==> config.mk <==
export PLATFORM = sky130hd
export DESIGN_NAME = scs_regs
export DESIGN_NICKNAME = d
export VERILOG_FILES = /design/src/common/scs_pkg.sv /design/src/core/scs_regs.sv
export SDC_FILE = /design/constraint.sdc
export NUM_CORES = 1
export LEC_CHECK = 0
export ABC_AREA = 1
export BUFFER_PORTS_ARGS = -buffer_cell sky130_fd_sc_hd__buf_2
export CAP_MARGIN = 20
export CORE_MARGIN = 4
export CORE_UTILIZATION = 45
export CTS_BUF_LIST = sky130_fd_sc_hd__clkbuf_2 sky130_fd_sc_hd__clkbuf_4 sky130_fd_sc_hd__clkbuf_8
export CTS_CLUSTER_DIAMETER = 50
export CTS_CLUSTER_SIZE = 10
export DETAILED_ROUTE_END_ITERATION = 16
export PLACE_DENSITY_LB_ADDON = 0.08
export SLEW_MARGIN = 20
export SYNTH_ARGS = -nofsm -noshare
export SYNTH_HDL_FRONTEND = slang
export SYNTH_SLANG_ARGS = --single-unit
==> constraint.sdc <==
create_clock -name clk -period 1 [get_ports clk]
set_input_delay 0.1 -clock clk [delete_from_list [all_inputs] [get_ports clk]]
set_output_delay 0.1 -clock clk [all_outputs]
set_load 0.01 [all_outputs]
==> src/common/scs_pkg.sv <==
// Constants and carrier types for the system configuration register block.
// Assumes a simple word-wide register port with secure/privilege attributes.
package scs_pkg;

   // ------------------------------------------------------------------
   // Register offsets
   // ------------------------------------------------------------------
   localparam logic [7:0] OFS_EXT_SEL_2   = 8'h10;
   localparam logic [7:0] OFS_EXT_SEL_3   = 8'h14;
   localparam logic [7:0] OFS_COMP_CTRL   = 8'h20;
   localparam logic [7:0] OFS_SEC_ATTR    = 8'h40;
   localparam logic [7:0] OFS_FLOAT_IRQ   = 8'h48;
   localparam logic [7:0] OFS_NS_LOCK     = 8'h4c;
   localparam logic [7:0] OFS_S_LOCK      = 8'h50;
   localparam logic [7:0] OFS_SAFETY_CFG  = 8'h54;

   // ------------------------------------------------------------------
   // Field layout and reset values
   // ------------------------------------------------------------------
   localparam int SEL_W           = 4;
   localparam int NUM_LINES       = 8;
   localparam int SEL_REG_W       = 16;
   localparam int COMP_ON_BIT     = 0;
   localparam int COMP_RDY_BIT    = 8;
   localparam int SEC_ATTR_W      = 4;
   localparam int FLOAT_W         = 6;
   localparam int NS_LOCK_W       = 2;
   localparam int S_LOCK_W        = 3;
   localparam int SAFE_HANG_BIT   = 0;
   localparam int SAFE_LOWV_BIT   = 2;
   localparam int ATTR_CLK_BIT    = 0;
   localparam int ATTR_SAFE_BIT   = 1;
   localparam int ATTR_RAM_BIT    = 2;
   localparam int ATTR_FLOAT_BIT  = 3;

   localparam logic [FLOAT_W-1:0] FLOAT_RESET = 6'h1f;

   // Port codes of a line selector
   localparam logic [SEL_W-1:0] SEL_PORT_A = 4'h0;
   localparam logic [SEL_W-1:0] SEL_PORT_B = 4'h1;
   localparam logic [SEL_W-1:0] SEL_PORT_C = 4'h2;

   typedef enum logic [1:0] {
      SCS_PORT_A    = 2'b00,
      SCS_PORT_B    = 2'b01,
      SCS_PORT_C    = 2'b10,
      SCS_PORT_NONE = 2'b11
   } scs_port_e;

   // ------------------------------------------------------------------
   // Carriers
   // ------------------------------------------------------------------
   typedef struct packed {
      logic        wr;
      logic        rd;
      logic [7:0]  addr;
      logic [31:0] wdata;
      logic        secure;
      logic        priv;
   } scs_req_s;

   typedef struct packed {
      logic attribution_unit_freeze;
      logic s_protection_unit_freeze;
      logic s_vector_and_ctrl_freeze;
      logic ns_protection_unit_freeze;
      logic ns_vector_base_freeze;
   } scs_lock_s;

   typedef struct packed {
      logic inexact_irq_on;
      logic denormal_irq_on;
      logic overflow_irq_on;
      logic underflow_irq_on;
      logic div_zero_irq_on;
      logic invalid_op_irq_on;
   } scs_float_s;

endpackage

==> src/core/scs_regs.sv <==
// System configuration register bank: line source selectors, I/O
// compensation cell control, security attribution, float interrupt
// enables, processor lock bits and safety routing.
// Assumes a single-cycle register port synchronous to clk.
`timescale 1ns/1ps

// Overview of operation
// - Line 8 selects port A, B or C
// - Lines 9-13 select only port A or B
// - Lines 14, 15 select port A, B or C
// - Compensation enable bit powers cell up
// - Bit 8 reports compensation cell ready
// - Attribution register secure only, else event
// - Extension off: attribution and locks read zero
// - Attribution bit 3 makes float enables secure-write
// - Attribution bit 2 makes second RAM secure-write
// - Attribution bit 1 guards safety register
// - Attribution bit 0 guards block clock control
// - Float enables reset to 0x1f
// - Float enable bits gate each exception
// - Float and lock registers privileged only
// - Non-secure MPU freeze, set once
// - Non-secure vector base freeze, set once
// - Non-secure lock has no security gating
// - Secure lock secure-write only, else event
// - Attribution unit freeze, set once
// - Secure MPU freeze, set once
// - Secure vector and control freeze, set once
// - Low-voltage break link lock, set once
// - Lock routes detector, freezes its fields
// - CPU hang break link, set once
module scs_regs (
   input  wire logic                 clk,
   input  wire logic                 reset,
   input  wire logic                 security_extension_on,
   input  wire scs_pkg::scs_req_s    req,
   output logic [31:0]               rdata,
   output logic                      illegal_access,
   input  wire logic                 comp_cell_ready,
   output logic                      comp_cell_on,
   output scs_pkg::scs_port_e [15:8] line_port,
   output logic [15:8]               line_pin_sel,
   output scs_pkg::scs_float_s       float_irq_en,
   output scs_pkg::scs_lock_s        cpu_locks,
   output logic                      float_regs_secure_only,
   output logic                      second_ram_secure_only,
   output logic                      safety_cfg_secure_only,
   output logic                      block_clock_secure_only,
   input  wire logic                 lowvolt_irq,
   input  wire logic                 cpu_hang,
   output logic                      timer_break,
   output logic                      lowvolt_fields_frozen
);

   // ------------------------------------------------------------------
   // State
   // ------------------------------------------------------------------
   logic [scs_pkg::SEL_REG_W-1:0]  sel2_r, sel2_nxt;
   logic [scs_pkg::SEL_REG_W-1:0]  sel3_r, sel3_nxt;
   logic                           comp_r, comp_nxt;
   logic [scs_pkg::SEC_ATTR_W-1:0] attr_r, attr_nxt;
   logic [scs_pkg::FLOAT_W-1:0]    flt_r, flt_nxt;
   logic [scs_pkg::NS_LOCK_W-1:0]  nsl_r, nsl_nxt;
   logic [scs_pkg::S_LOCK_W-1:0]   sl_r, sl_nxt;
   logic                           lowv_r, lowv_nxt;
   logic                           hang_r, hang_nxt;
   logic [31:0]                    rdata_r, rdata_nxt;
   logic                           ill_r, ill_nxt;

   logic        acc;
   logic        ns_tz;
   logic [31:0] wd;
   logic        hit_sel2;
   logic        hit_sel3;
   logic        hit_comp;
   logic        hit_attr;
   logic        hit_flt;
   logic        hit_nsl;
   logic        hit_sl;
   logic        hit_safe;
   logic        rd_attr;
   logic        rd_flt;
   logic        rd_nsl;
   logic        rd_sl;
   logic        rd_safe;
   logic        wr_sel2;
   logic        wr_sel3;
   logic        wr_comp;
   logic        wr_attr;
   logic        wr_flt;
   logic        wr_nsl;
   logic        wr_sl;
   logic        wr_safe;
   logic        bad;

   assign acc   = req.wr | req.rd;
   assign ns_tz = security_extension_on & ~req.secure;
   assign wd    = req.wdata;

   // ------------------------------------------------------------------
   // Offset decode
   // ------------------------------------------------------------------
   // Unmapped offsets read zero and take no write
   always_comb begin
      hit_sel2 = 1'b0;
      hit_sel3 = 1'b0;
      hit_comp = 1'b0;
      hit_attr = 1'b0;
      hit_flt  = 1'b0;
      hit_nsl  = 1'b0;
      hit_sl   = 1'b0;
      hit_safe = 1'b0;
      if (req.addr == scs_pkg::OFS_EXT_SEL_2) begin
         hit_sel2 = 1'b1;
      end else if (req.addr == scs_pkg::OFS_EXT_SEL_3) begin
         hit_sel3 = 1'b1;
      end else if (req.addr == scs_pkg::OFS_COMP_CTRL) begin
         hit_comp = 1'b1;
      end else if (req.addr == scs_pkg::OFS_SEC_ATTR) begin
         hit_attr = 1'b1;
      end else if (req.addr == scs_pkg::OFS_FLOAT_IRQ) begin
         hit_flt = 1'b1;
      end else if (req.addr == scs_pkg::OFS_NS_LOCK) begin
         hit_nsl = 1'b1;
      end else if (req.addr == scs_pkg::OFS_S_LOCK) begin
         hit_sl = 1'b1;
      end else if (req.addr == scs_pkg::OFS_SAFETY_CFG) begin
         hit_safe = 1'b1;
      end
   end

   // ------------------------------------------------------------------
   // Access rights
   // ------------------------------------------------------------------
   // Illegal access events only arise with the extension on
   always_comb begin
      rd_attr = hit_attr & security_extension_on & req.secure;
      rd_flt  = hit_flt & req.priv;
      rd_nsl  = hit_nsl & security_extension_on & req.priv;
      rd_sl   = hit_sl & security_extension_on & req.secure & req.priv;
      rd_safe = hit_safe & ~(ns_tz & attr_r[scs_pkg::ATTR_SAFE_BIT]);
      wr_sel2 = req.wr & hit_sel2;
      wr_sel3 = req.wr & hit_sel3;
      wr_comp = req.wr & hit_comp;
      wr_attr = req.wr & rd_attr;
      wr_flt  = req.wr & rd_flt
                & ~(ns_tz & attr_r[scs_pkg::ATTR_FLOAT_BIT]);
      wr_nsl  = req.wr & rd_nsl;
      wr_sl   = req.wr & rd_sl;
      wr_safe = req.wr & rd_safe;
      bad     = acc & ns_tz & (hit_attr | hit_sl
                | (hit_safe & attr_r[scs_pkg::ATTR_SAFE_BIT]));
   end

   // ------------------------------------------------------------------
   // Line source selectors
   // ------------------------------------------------------------------
   // Reserved codes are kept and decode to no port
   always_comb begin
      sel2_nxt = sel2_r;
      sel3_nxt = sel3_r;
      if (wr_sel2) begin
         sel2_nxt = wd[scs_pkg::SEL_REG_W-1:0];
      end
      if (wr_sel3) begin
         sel3_nxt = wd[scs_pkg::SEL_REG_W-1:0];
      end
   end

   always_ff @(posedge clk) begin
      if (reset) begin
         sel2_r <= '0;
         sel3_r <= '0;
      end else begin
         sel2_r <= sel2_nxt;
         sel3_r <= sel3_nxt;
      end
   end

   // ------------------------------------------------------------------
   // Compensation cell control
   // ------------------------------------------------------------------
   // The ready flag is not stored; reads see the cell live
   always_comb begin
      comp_nxt = comp_r;
      if (wr_comp) begin
         comp_nxt = wd[scs_pkg::COMP_ON_BIT];
      end
   end

   always_ff @(posedge clk) begin
      if (reset) begin
         comp_r <= 1'b0;
      end else begin
         comp_r <= comp_nxt;
      end
   end

   // ------------------------------------------------------------------
   // Security attribution
   // ------------------------------------------------------------------
   // Raw bits; the access checks gate them with the extension, the outputs do not
   always_comb begin
      attr_nxt = attr_r;
      if (wr_attr) begin
         attr_nxt = wd[scs_pkg::SEC_ATTR_W-1:0];
      end
   end

   always_ff @(posedge clk) begin
      if (reset) begin
         attr_r <= '0;
      end else begin
         attr_r <= attr_nxt;
      end
   end

   // ------------------------------------------------------------------
   // Float exception enables
   // ------------------------------------------------------------------
   // Privileged only, and secure only when attribution asks
   always_comb begin
      flt_nxt = flt_r;
      if (wr_flt) begin
         flt_nxt = wd[scs_pkg::FLOAT_W-1:0];
      end
   end

   always_ff @(posedge clk) begin
      if (reset) begin
         flt_r <= scs_pkg::FLOAT_RESET;
      end else begin
         flt_r <= flt_nxt;
      end
   end

   // ------------------------------------------------------------------
   // Processor lock bits
   // ------------------------------------------------------------------
   always_comb begin
      nsl_nxt = nsl_r;
      sl_nxt  = sl_r;
      // Write one to set; only reset clears
      if (wr_nsl) begin
         nsl_nxt = nsl_r | wd[scs_pkg::NS_LOCK_W-1:0];
      end
      if (wr_sl) begin
         sl_nxt = sl_r | wd[scs_pkg::S_LOCK_W-1:0];
      end
   end

   always_ff @(posedge clk) begin
      if (reset) begin
         nsl_r <= '0;
         sl_r  <= '0;
      end else begin
         nsl_r <= nsl_nxt;
         sl_r  <= sl_nxt;
      end
   end

   // ------------------------------------------------------------------
   // Safety routing locks
   // ------------------------------------------------------------------
   // Write one to set; only reset clears
   always_comb begin
      lowv_nxt = lowv_r;
      hang_nxt = hang_r;
      if (wr_safe) begin
         lowv_nxt = lowv_r | wd[scs_pkg::SAFE_LOWV_BIT];
         hang_nxt = hang_r | wd[scs_pkg::SAFE_HANG_BIT];
      end
   end

   always_ff @(posedge clk) begin
      if (reset) begin
         lowv_r <= 1'b0;
         hang_r <= 1'b0;
      end else begin
         lowv_r <= lowv_nxt;
         hang_r <= hang_nxt;
      end
   end

   // ------------------------------------------------------------------
   // Read data and illegal access event
   // ------------------------------------------------------------------
   // A write with read returns the value held before the write
   always_comb begin
      rdata_nxt = 32'h0000_0000;
      if (!req.rd) begin
         rdata_nxt = 32'h0000_0000;
      end else if (hit_sel2) begin
         rdata_nxt = 32'(sel2_r);
      end else if (hit_sel3) begin
         rdata_nxt = 32'(sel3_r);
      end else if (hit_comp) begin
         rdata_nxt[scs_pkg::COMP_ON_BIT]  = comp_r;
         rdata_nxt[scs_pkg::COMP_RDY_BIT] = comp_cell_ready;
      end else if (rd_attr) begin
         rdata_nxt = 32'(attr_r);
      end else if (rd_flt) begin
         rdata_nxt = 32'(flt_r);
      end else if (rd_nsl) begin
         rdata_nxt = 32'(nsl_r);
      end else if (rd_sl) begin
         rdata_nxt = 32'(sl_r);
      end else if (rd_safe) begin
         rdata_nxt[scs_pkg::SAFE_LOWV_BIT] = lowv_r;
         rdata_nxt[scs_pkg::SAFE_HANG_BIT] = hang_r;
      end
      ill_nxt = bad;
   end

   always_ff @(posedge clk) begin
      if (reset) begin
         rdata_r <= 32'h0000_0000;
         ill_r   <= 1'b0;
      end else begin
         rdata_r <= rdata_nxt;
         ill_r   <= ill_nxt;
      end
   end

   // ------------------------------------------------------------------
   // Line source decode
   // ------------------------------------------------------------------
   genvar g;
   generate
      for (g = 0; g < scs_pkg::NUM_LINES; g = g + 1) begin : g_line
         localparam int LINE = g + 8;
         localparam bit HAS_C = (LINE == 8) || (LINE >= 14);
         logic [scs_pkg::SEL_W-1:0] code;
         if (g < 4) begin : g_lo
            assign code = sel2_r[g*scs_pkg::SEL_W +: scs_pkg::SEL_W];
         end else begin : g_hi
            assign code = sel3_r[(g-4)*scs_pkg::SEL_W +: scs_pkg::SEL_W];
         end
         always_comb begin
            if (code == scs_pkg::SEL_PORT_A) begin
               line_port[LINE] = scs_pkg::SCS_PORT_A;
            end else if (code == scs_pkg::SEL_PORT_B) begin
               line_port[LINE] = scs_pkg::SCS_PORT_B;
            end else if (HAS_C && code == scs_pkg::SEL_PORT_C) begin
               line_port[LINE] = scs_pkg::SCS_PORT_C;
            end else begin
               line_port[LINE] = scs_pkg::SCS_PORT_NONE;
            end
         end
         assign line_pin_sel[LINE] = (line_port[LINE] != scs_pkg::SCS_PORT_NONE);
      end
   endgenerate

   // ------------------------------------------------------------------
   // Outputs
   // ------------------------------------------------------------------
   assign rdata          = rdata_r;
   assign illegal_access = ill_r;
   assign comp_cell_on   = comp_r;
   assign float_irq_en   = flt_r;

   assign cpu_locks.attribution_unit_freeze   = sl_r[2];
   assign cpu_locks.s_protection_unit_freeze  = sl_r[1];
   assign cpu_locks.s_vector_and_ctrl_freeze  = sl_r[0];
   assign cpu_locks.ns_protection_unit_freeze = nsl_r[1];
   assign cpu_locks.ns_vector_base_freeze     = nsl_r[0];

   // Attribution outputs are raw; they stay set with the extension off
   assign float_regs_secure_only  = attr_r[scs_pkg::ATTR_FLOAT_BIT];
   assign second_ram_secure_only  = attr_r[scs_pkg::ATTR_RAM_BIT];
   assign safety_cfg_secure_only  = attr_r[scs_pkg::ATTR_SAFE_BIT];
   assign block_clock_secure_only = attr_r[scs_pkg::ATTR_CLK_BIT];

   assign lowvolt_fields_frozen = lowv_r;
   assign timer_break = (lowv_r & lowvolt_irq) | (hang_r & cpu_hang);

endmodule

==> out/qor.csv <==
metric;value;unit
worst_slack;-401.9;ps
stdcell_count;646;
synthTopCellsByArea;dfxtp_1, nand2_1, a21oi_1, nor2_1, inv_1;
ctsRootBufferMaster;clkbuf_8;
post-route-min-period;1402;ps
cts_max_level;3;
holdCritStartpoint;req[17];
cp.required;900;ps
post-dp-hpwl;6534;um
synth_ff_type;dfxtp_1;
fmax;713.3;MHz
cp_slowest_cell;dfxtp_2;
drtPass1Iterations;4;
synth-edff-count;0;
grt_pass1_wl;14730;um
drc;0;
post-place-ws;-334.4;ps
place.gp.congestion;0.8650;
worstHoldPathType;in -> reg;
syn-mean-instance-area;7.215;um2
path_cells;nor3_4 -> inv_2 -> or2_4 -> buf_6;
yosys_warnings;0;
power_density;1255;nW/um2
vias_per_cell;4.971;
critPathKind;reg -> out;
synth_most_common_cell;nand2_1;
synthCells;424;
track_usage;22.03;%
synth-async-reset-ratio;0;%
startpoint_type;flip-flop;
cp_max_fo;2;
die-area;8181;um2
hold_viol;0;
fin_tns_setup;-5242;ps
ant_nets;0;
cts.clk_slew.worst_paths;70;ps
cp-end-kind;primary output;
area_growth;45.93;%
synthDominantCellAreaShare;43.84;%
final-seq-area;1369;um2
final_max_slew_viol_count;0;
rows;29;
start_util;47.37;%
post_dp_cell_area;3877;um2
numCtsBuffers;9;
netlist_top_cells_count;nand2_1, dfxtp_1, a21oi_1, nor2_1, inv_1;
leakagePower;2.152;nW
crit_buf_inv;2;
nNetsFinal;614;
cp-startpoint;sel2_r[6];
vias;3211;
crit_arrival;1300;ps
finalSetupViolCount;26;
antenna_found_initial;0;
fin_crit_sh;140.2;%
drive_gt1_share;43.23;%
grt_max_degree;22;
n_antenna_cell;0;
syn_area;3059;um2
max_cap_violations;0;
crit_path_max_incr_delay;340;ps
dp_cells;617;
fp.coreArea;6459;um2
routedWlPerCell;14.05;um
holdWs;7.524;ps
cts_tree;done;
first_global_vias;3166;
fin_skew;7.922;ps
synth_largest_area_cell;dfxtp_1;
synth-seq-cells;67;
reg2reg_from;attr_r[3];
fill_cells;563;
place.port_buffers;92;
dr.first_iter.drc_count;137;
cts.path.max_buffers;2;
failed_checks;negative setup slack;
multi_input_comb_area;1533;um2
run_status;complete, but fails checks;
design_area;4464;um2
synth_cell_types;31;
boundaryPins;125;
cts.sinks;67;
grt_overflow;0;
ys_seq_area_share;43.84;%
cp_top_family;simple AND/OR/NAND/NOR gates;
rsz0062_at_grt;true;
ir_drop;800.1;uV
insertion_delay;340;ps
die_y;90.45;um
die_x;90.45;um
wl;9075;um
==> layout by cell type (no fill, tap or decap), types with 2 or more instances in the layout <==
master,count
nor3_2,4
buf_2,76
inv_2,12
dfxtp_2,22
or2_4,4
o21ai_0,26
o21ai_1,7
a31oi_1,2
clkbuf_8,9
nand2_2,13
inv_1,35
nor3_4,3
nand2_4,4
nand3_1,17
a21oi_1,46
nor2_2,8
nor2_1,39
dfxtp_1,45
o211ai_1,5
nand4_1,5
inv_6,3
nand2_1,71
buf_12,3
bufinv_16,2
dlygate4sd3_1,4
nor2_4,4
nor3_1,2
buf_6,20
conb_1,16
buf_4,42
inv_4,6
==> area by class of cell <==
class                           instances  share of cell area, %
Multi-Input combinational cell        287                  34.33
Tap cell                               77                  2.158
Clock buffer                            9                  2.775
Sequential cell                        67                  30.66
Inverter                               54                  4.989
Clock inverter                          7                  2.214
Timing Repair Buffer                  145                  22.87
==> through the flow <==
step           utilization, %  total power [mW]
4_1_cts                 67.05             5.619
2_1_floorplan               -             2.952
3_3_place_gp            60.03             3.092
5_1_grt                 69.12             5.782
6_report                69.12             5.603
3_5_place_dp            60.03             3.096
==> path summary, 6_finish.rpt <==
path	to	slack [ps]	cells past startpoint
max	line_port[2]	-400	4
min	sel2_r[15]	8	3
max reg2reg	float_irq_en[3]	-10	5
min reg2reg	rdata[12]	460	2
==> worst reg2reg max path: cells and delay by family (launching register included) <==
family,cells,cell delay [ps]
compound gates,2,330
buf+inv,2,180
flops,1,360
simple gates,1,70
==> per-layer routing <==
metal / global-route usage, % / part of all wire [%] / vias up
li1: - / - / 1615
met1: 26.56 / 43 / 1484
met3: 4.500 / 5.8 / 14
met4: 8.163 / 1.5 / 0
met2: 38.58 / 50 / 98
met5: 0 / 0 / -
==> registers in the layout (all words and copies together), names as in the netlist <==
register and flops:
illegal_access 1, attr_r 4, comp_cell_on 1, nsl_r 2
hang_r 1, float_irq_en 6, lowvolt_fields_frozen 1, rdata 16
sl_r 3, sel2_r 16, sel3_r 16
==> repair_timing <==
item                                   4_1_cts  5_1_grt
cloned                                       0        0
resized for setup                           42       36
hold buffers                                 4        0
buffers inserted                             7        2
setup endpoints to repair                   32       47
pin swaps                                   14       12
endpoints found under the hold margin        4        0
==> report_power, final <==
| part | total (mW) | switching, mW | internal [mW] |
|---|---|---|---|
| Combinational | 0.396 | 0.247 | 0.149 |
| Clock | 2.54 | 1.12 | 1.42 |
| Sequential | 2.67 | 0.00268 | 2.67 |
==> logic make-up after synthesis <==
kind of cell	share of synthesized area (%)
AOI/OAI and AO/OA	16.48
buffers and inverters	13.37
DFF	43.84
other	0.1226
and+or+nand+nor	26.18
(Power assumes the default switching activity.)
